==> config.mk <==
export PLATFORM = sky130hd
export DESIGN_NAME = output_switch_control
export DESIGN_NICKNAME = d
export VERILOG_FILES = /design/src/hw/output_switch_pkg.sv /design/src/hw/output_switch_control.sv
export VERILOG_INCLUDE_DIRS = /design/src /design/src/hw
export SDC_FILE = /design/constraint.sdc
export NUM_CORES = 1
export LEC_CHECK = 0
export BUFFER_PORTS_ARGS = -buffer_cell sky130_fd_sc_hd__buf_2
export CORE_AREA = 3 3 71 73
export CTS_CLUSTER_DIAMETER = 200
export CTS_CLUSTER_SIZE = 14
export DETAILED_ROUTE_END_ITERATION = 12
export DIE_AREA = 0 0 74 76
export PLACE_DENSITY = 0.67
export SLEW_MARGIN = 30
export SYNTH_ARGS = -nofsm -noshare
export SYNTH_HDL_FRONTEND = slang
export SYNTH_SLANG_ARGS = --single-unit
==> constraint.sdc <==
create_clock -name ref_clk -period 2.7 [get_ports ref_clk]
set_input_delay 0.405 -clock ref_clk [delete_from_list [all_inputs] [get_ports ref_clk]]
set_output_delay 0.405 -clock ref_clk [all_outputs]
set_load 0.02 [all_outputs]
==> src/hw/output_switch_regs.svh <==
// register layout and timing constants for the output switch control block
// Function
// - each high switch turns on or off by its own control enable bit
// - high switch with enable and pwm select set follows the pwm pin
// - high switch open-load status bit set while its current is too low
// - high switch current-limit status bit set while it is limiting
// - high overtemperature shuts both high switches, latches, flags source
// - high thermal shutdown shows all four high status bits set
// - high shutdown drives interrupt only while its mask bit is set
// - high switches stay off until a control write after fault clears
// - overvoltage with shutdown enabled turns high switches off until rewrite
// - high switches still work in sleep or stop for cyclic sensing
// - each low switch turns on or off by its own control enable bit
// - low switch with enable and pwm select set follows the pwm pin
// - low switch open-load status bit set while its current is too low
// - low switch current-limit status bit set while it is limiting
// - low overtemperature shuts both low switches, latches, flags source
// - low shutdown drives interrupt only while its mask bit is set
// - low switches stay off until a control write after fault clears
// - overvoltage with shutdown enabled turns low switches off until rewrite
// - low switches forced off in sleep or stop mode
// - high control register at 6: pwm selects bits 3,2, enables 1,0
// - low control register at 8: pwm selects bits 3,2, enables 1,0
// - high status: two open-load, two limit, one open-load, one limit
// - interrupt line low until a source read acknowledges, then high
`ifndef OUTPUT_SWITCH_REGS_SVH
`define OUTPUT_SWITCH_REGS_SVH
`define HIGH_SWITCH_CONTROL_ADDR 4'h6
`define HIGH_SWITCH_STATUS_ADDR  4'h7
`define LOW_SWITCH_CONTROL_ADDR  4'h8
`define CTRL_EN1_BIT   0
`define CTRL_EN2_BIT   1
`define CTRL_PWM1_BIT  2
`define CTRL_PWM2_BIT  3
`define STAT_CL1_BIT   0
`define STAT_OL1_BIT   1
`define STAT_CL2_BIT   2
`define STAT_OL2_BIT   3
`define CTRL_RESET     4'h0
`define STAT_RESET     4'h0
`define STAT_THERMAL   4'hF
`define SYNC_STAGES    2
`endif

==> src/hw/output_switch_pkg.sv <==
// types shared by the output switch control block
package output_switch_pkg;
  typedef logic [3:0] nibble_t;
  typedef enum logic { HIGH_SIDE, LOW_SIDE } side_t;
  typedef logic [1:0] pair_t;
endpackage

==> src/hw/output_switch_control.sv <==
// protection and drive logic for two high and two low output switches
`timescale 1ns/1ps
`default_nettype none
`include "output_switch_regs.svh"
module output_switch_control
  import output_switch_pkg::*;
#(
  parameter int SWITCHES = 2
) (
  input  wire logic ref_clk,
  input  wire logic sys_rst,
  input  wire logic high_switch_control_wr,
  input  wire logic [3:0] high_switch_control_data,
  input  wire logic low_switch_control_wr,
  input  wire logic [3:0] low_switch_control_data,
  input  wire logic overvoltage_shutdown_enable,
  input  wire logic high_switch_irq_mask,
  input  wire logic low_switch_irq_mask,
  input  wire logic interrupt_source_rd,
  input  wire logic low_power_mode,
  input  wire logic cyclic_sense_window,
  input  wire logic direct_pwm_input,
  input  wire logic high_switch_overtemp,
  input  wire logic low_switch_overtemp,
  input  wire logic high_voltage,
  input  wire logic [1:0] high_switch_open_load_bits,
  input  wire logic [1:0] high_switch_current_limit_bits,
  input  wire logic [1:0] low_switch_open_load_bits,
  input  wire logic [1:0] low_switch_current_limit_bits,
  output logic [1:0] high_switch_drive,
  output logic [1:0] low_switch_drive,
  output logic [3:0] high_switch_status,
  output logic [3:0] low_switch_status,
  output logic [3:0] high_switch_control,
  output logic [3:0] low_switch_control,
  output logic [1:0] interrupt_source,
  output logic irq_n
);

  // the register layout is fixed at two switches a side
  if (SWITCHES != 2) begin : g_bad_width
    $error("output_switch_control serves exactly two switches a side");
  end

  localparam int PIN_W = 12;

  // pin inputs: two flops before any logic looks at them
  logic [PIN_W-1:0] pin_raw;
  logic [PIN_W-1:0] meta_r;
  logic [PIN_W-1:0] meta_nxt;
  logic [PIN_W-1:0] pin_r;
  logic [PIN_W-1:0] pin_nxt;

  assign pin_raw = {direct_pwm_input, high_voltage,
                    low_switch_overtemp, high_switch_overtemp,
                    low_switch_current_limit_bits,
                    low_switch_open_load_bits,
                    high_switch_current_limit_bits,
                    high_switch_open_load_bits};

  always_comb begin
    meta_nxt = pin_raw;
    pin_nxt  = meta_r;
  end

  always_ff @(posedge ref_clk or posedge sys_rst) begin
    if (sys_rst) begin
      meta_r <= '0;
      pin_r  <= '0;
    end else begin
      meta_r <= meta_nxt;
      pin_r  <= pin_nxt;
    end
  end

  // synchronised views, indexed by side_t
  pair_t ol_s [2];
  pair_t cl_s [2];
  logic  ot_s [2];
  logic  hv_s;
  logic  pwm_s;
  logic  hv_trip;

  assign ol_s[HIGH_SIDE] = pin_r[1:0];
  assign cl_s[HIGH_SIDE] = pin_r[3:2];
  assign ol_s[LOW_SIDE]  = pin_r[5:4];
  assign cl_s[LOW_SIDE]  = pin_r[7:6];
  assign ot_s[HIGH_SIDE] = pin_r[8];
  assign ot_s[LOW_SIDE]  = pin_r[9];
  assign hv_s            = pin_r[10];
  assign pwm_s           = pin_r[11];
  assign hv_trip         = overvoltage_shutdown_enable & hv_s;

  // per-side views of the control ports
  logic    wr   [2];
  nibble_t wdat [2];
  logic    mask [2];
  logic    gate [2];

  assign wr[HIGH_SIDE]   = high_switch_control_wr;
  assign wr[LOW_SIDE]    = low_switch_control_wr;
  assign wdat[HIGH_SIDE] = high_switch_control_data;
  assign wdat[LOW_SIDE]  = low_switch_control_data;
  assign mask[HIGH_SIDE] = high_switch_irq_mask;
  assign mask[LOW_SIDE]  = low_switch_irq_mask;
  // high side survives low power only inside a cyclic sense window
  assign gate[HIGH_SIDE] = low_power_mode & ~cyclic_sense_window;
  assign gate[LOW_SIDE]  = low_power_mode;

  // switch on: enable alone, or enable and pin when pwm is selected
  function automatic logic sw_on(input logic en, input logic sel,
                                 input logic pwm);
    sw_on = en & (~sel | pwm);
  endfunction

  // status nibble: two open-load, two limit, one open-load, one limit
  function automatic nibble_t stat_pack(input pair_t ol, input pair_t cl);
    stat_pack = {ol[1], cl[1], ol[0], cl[0]};
  endfunction

  // per-side state
  nibble_t ctrl_r   [2];
  nibble_t ctrl_nxt [2];
  logic    ot_r     [2];
  logic    ot_nxt   [2];
  logic    hv_r     [2];
  logic    hv_nxt   [2];
  logic    src_r    [2];
  logic    src_nxt  [2];
  pair_t   drv_r    [2];
  pair_t   drv_nxt  [2];
  nibble_t stat_r   [2];
  nibble_t stat_nxt [2];
  logic    off      [2];
  logic    irq_n_r;
  logic    irq_n_nxt;

  always_comb begin
    irq_n_nxt = 1'b1;
    for (int s = 0; s < 2; s++) begin
      ctrl_nxt[s] = wr[s] ? wdat[s] : ctrl_r[s];
      // set wins: a write during the fault never clears the latch
      if (ot_s[s]) begin
        ot_nxt[s] = 1'b1;
      end else if (wr[s]) begin
        ot_nxt[s] = 1'b0;
      end else begin
        ot_nxt[s] = ot_r[s];
      end
      if (hv_trip) begin
        hv_nxt[s] = 1'b1;
      end else if (wr[s] && !hv_s) begin
        hv_nxt[s] = 1'b0;
      end else begin
        hv_nxt[s] = hv_r[s];
      end
      // source flag: an event in the read cycle is kept
      if (ot_s[s]) begin
        src_nxt[s] = 1'b1;
      end else if (interrupt_source_rd) begin
        src_nxt[s] = 1'b0;
      end else begin
        src_nxt[s] = src_r[s];
      end
      // live fault terms too, so the switch drops with the fault edge
      off[s] = ot_r[s] | hv_r[s] | ot_s[s] | hv_trip;
      for (int i = 0; i < 2; i++) begin
        drv_nxt[s][i] = sw_on(ctrl_r[s][i], ctrl_r[s][i+2], pwm_s)
                        & ~off[s] & ~gate[s];
      end
      stat_nxt[s] = stat_pack(ol_s[s], cl_s[s]);
      if (irq_n_nxt && src_nxt[s] && mask[s]) begin
        irq_n_nxt = 1'b0;
      end
    end
    if (ot_r[HIGH_SIDE]) begin
      stat_nxt[HIGH_SIDE] = `STAT_THERMAL;
    end
  end

  always_ff @(posedge ref_clk or posedge sys_rst) begin
    if (sys_rst) begin
      for (int s = 0; s < 2; s++) begin
        ctrl_r[s] <= `CTRL_RESET;
        ot_r[s]   <= 1'b0;
        hv_r[s]   <= 1'b0;
        src_r[s]  <= 1'b0;
        drv_r[s]  <= 2'h0;
        stat_r[s] <= `STAT_RESET;
      end
      irq_n_r <= 1'b1;
    end else begin
      for (int s = 0; s < 2; s++) begin
        ctrl_r[s] <= ctrl_nxt[s];
        ot_r[s]   <= ot_nxt[s];
        hv_r[s]   <= hv_nxt[s];
        src_r[s]  <= src_nxt[s];
        drv_r[s]  <= drv_nxt[s];
        stat_r[s] <= stat_nxt[s];
      end
      irq_n_r <= irq_n_nxt;
    end
  end

  assign high_switch_drive   = drv_r[HIGH_SIDE];
  assign low_switch_drive    = drv_r[LOW_SIDE];
  assign high_switch_status  = stat_r[HIGH_SIDE];
  assign low_switch_status   = stat_r[LOW_SIDE];
  assign high_switch_control = ctrl_r[HIGH_SIDE];
  assign low_switch_control  = ctrl_r[LOW_SIDE];
  assign interrupt_source    = {src_r[LOW_SIDE], src_r[HIGH_SIDE]};
  assign irq_n               = irq_n_r;
endmodule // output_switch_control
`default_nettype wire

==> results.py <==
metrics = {
    "run_status": {
        "status": "finished clean",
    },
    "power_and_ir_drop": {
        "vdd_drop_max_mv": 0.292,
        "p_leak_nw": 0.973,
        "power_density_mw_per_mm2": 687,
    },
    "placement": {
        "dpl.hpwl_um": 2000,
        "postPlaceCellArea_mm2": 0.00187,
        "routabilityCongestion": 0.828,
        "dp_cells": 204,
        "port_buffers": 52,
    },
    "cells_and_area": {
        "multi_input_area_um2": 236,
        "n_fill_cell": 413,
        "area_growth_pct": 25.9,
        "seqCellArea_mm2": 0.00128,
        "layout.cells.non_filler": 212,
        "final_area_mm2": 0.00195,
        "drive_gt1_frac": 0.425,
        "n_antenna_cell": 0,
        "nNetsFinal": 189,
    },
    "worst_setup_path": {
        "critPathArrivalTime_ns": 0.97,
        "r2r_setup_slack_ns": 1.73,
        "crit_path_cell_trace": "buf_2",
        "startpoint_type": "register",
        "worst-path-max-fanout": 1,
        "crit_path_end_kind": "output pin",
        "critPathMaxStageDelay_ns": 0.53,
        "slowest_stage": "dfstp_2",
        "crit_family": "flip-flops",
        "critPathBufInv": 1,
        "worstPathRequired_ns": 2.30,
        "critPathKind": "reg -> out",
    },
    "drt": {
        "ant_nets": 0,
        "vias": 897,
        "wl_met2_um": 1290,
        "totalWireLength_um": 2580,
        "routed.top_layer": "met4",
        "first_pass_iters": 4,
        "drt_iter0_drc": 54,
        "drcViolationCount": 0,
        "met3WireLength_um": 271,
        "wl_per_cell_um": 12.2,
        "wl_met1_um": 987,
        "avgViaCountPerCell": 4.23,
    },
    "synthesis": {
        "yosysMostFrequentCell": "dfrtp_1",
        "yosys.area_share.simple": 0.0637,
        "synth_top_cells_by_count": "50 x dfrtp_1, 9 x inv_1, 8 x o21ai_0",
        "synth_area_per_cell_um2": 15.4,
        "yosysTopAreaCellShare": 0.806,
        "ys_types": 15,
        "ys_ff_latch": 51,
        "synth_top_family_by_area": "simple AND/OR/NAND/NOR gates",
        "synth_top_cell_by_area": "dfrtp_1",
        "synthTopCellsByArea": "dfrtp_1 81%, mux2_2 2.9%, o21ai_0 2.6%",
        "synth_edf_count": 0,
        "synth-compound-area-share": 0.0596,
        "synth_xor_xnor_area_share": 0,
        "synth-seq-area-share": 0.823,
        "ys_warn_count": 0,
        "synth-async-reset-ratio": 1.00,
        "synth_top_flop_cell": "dfrtp_1",
        "synthMuxAreaShare": 0.0290,
        "yosys.area_share.adder": 0,
        "synth_area_mm2": 0.00155,
        "synthesis.nets": 131,
        "netlist_instances": 101,
    },
    "sta": {
        "slew_violations": 0,
        "fin_crit_ns": 1.37,
        "hold_viol": 0,
        "setup_viol_count_final": 0,
        "worst_slew_pin_slew_ns": 0.806,
        "skew_ns": 0.00297,
        "rsz0062_at_grt": "false",
        "period_share": 0.508,
        "max_slew_margin": 0.462,
        "fmax_ghz": 0.730,
        "whs_ns": 0.218,
        "tns_ns": 0,
    },
    "clocking": {
        "cts_resized": 0,
        "clockBufferDepth": 2,
        "post_cts_buffers": 0,
        "cts_tree": "yes",
        "cts-hold-fix-buffers": 0,
        "h-tree-depth": 2,
        "root_buffer": "clkbuf_8",
        "numCtsBuffers": 5,
        "clk_latency_ns": 0.29,
        "path_clk_slew_ns": 0.07,
        "cts.sinks": 51,
    },
    "hold_path": {
        "worstHoldPathType": "in -> reg",
    },
    "global_route": {
        "grt_max_degree": 52,
        "grt_use_total": 0.102,
        "grt_overflow": 0,
        "antenna_found_initial": 0,
        "grt_pass1_vias": 985,
        "grt_pass1_wl_um": 4350,
    },
    "die": {
        "fp.dieW_um": 74,
        "num_io_pins": 53,
        "row_count": 24,
        "start_util": 0.352,
        "die_h_um": 76,
        "coreArea_mm2": 0.00441,
        "die-area_mm2": 0.00562,
    },
    "job": {
        "drv_cap": 0,
    },
}
==> through the flow <==
stage	setup WS, ns	power [mW]	util
after floorplan	1.07	0.911	-
after global placement	1.42	0.963	0.424
after detailed placement	1.34	0.972	0.424
after CTS	1.31	1.37	0.442
after global routing	1.28	1.42	0.443
final	1.33	1.34	0.443
==> state kept, by name, summed over array words and instances, names as in the netlist <==
register	flops
ot_r	2
low_switch_status	4
low_switch_control	4
low_switch_drive	2
high_switch_control	4
interrupt_source	2
hv_r	2
high_switch_status	4
high_switch_drive	2
meta_r	12
pin_r	12
irq_n	1
==> logic make-up after synthesis <==
group / after synthesis
compound gates: 16
buf+inv: 10
flops: 51
mux: 4
simple gates: 20
==> final timing paths <==
kind	from	to	depth (start not counted)
worst max-delay path	irq_n	irq_n	1
worst min-delay path	low_switch_overtemp	meta_r[9]	1
worst max register to register	hv_r[0]	low_switch_drive[0]	3
worst min register to register	meta_r[9]	pin_r[9]	0
max in group asynchronous	sys_rst	pin_r[3]	2
min in group asynchronous	sys_rst	pin_r[6]	2
==> placed cells by master, fill, tap and decap left out <==
| master | count |
|---|---|
| a21o_1 | 4 |
| a21oi_1 | 3 |
| a22oi_1 | 1 |
| buf_2 | 52 |
| clkbuf_1 | 3 |
| clkbuf_8 | 5 |
| clkinv_2 | 1 |
| dfrtp_1 | 50 |
| dfstp_2 | 1 |
| inv_1 | 8 |
| mux2_2 | 4 |
| nand2_1 | 6 |
| nand3_1 | 1 |
| nor2_1 | 7 |
| nor4_2 | 1 |
| o21ai_0 | 8 |
| or2_2 | 4 |
| or2b_1 | 1 |
==> report_power, final <==
group	total, mW	switching [mW]	internal, mW	leakage, nW
clock network	0.391	0.207	0.184	0.0395
logic	0.122	0.0743	0.0477	0.340
registers	0.830	0.0209	0.809	0.594
==> layout make-up <==
cell class              count  area share
flip-flops and latches     51       0.654
repair buffers             52       0.133
multi-input cells          40       0.121
clock buffers               8      0.0410
well taps                  52      0.0333
inverters                   9      0.0179
==> routing by layer <==
layer / up-vias / GRT usage
met3: 4 / 0.0567
met2: 35 / 0.155
met5: - / 0
li1: 437 / -
met1: 421 / 0.118
met4: 0 / 0.0417
Note: power is estimated with default switching activity, not from simulation.
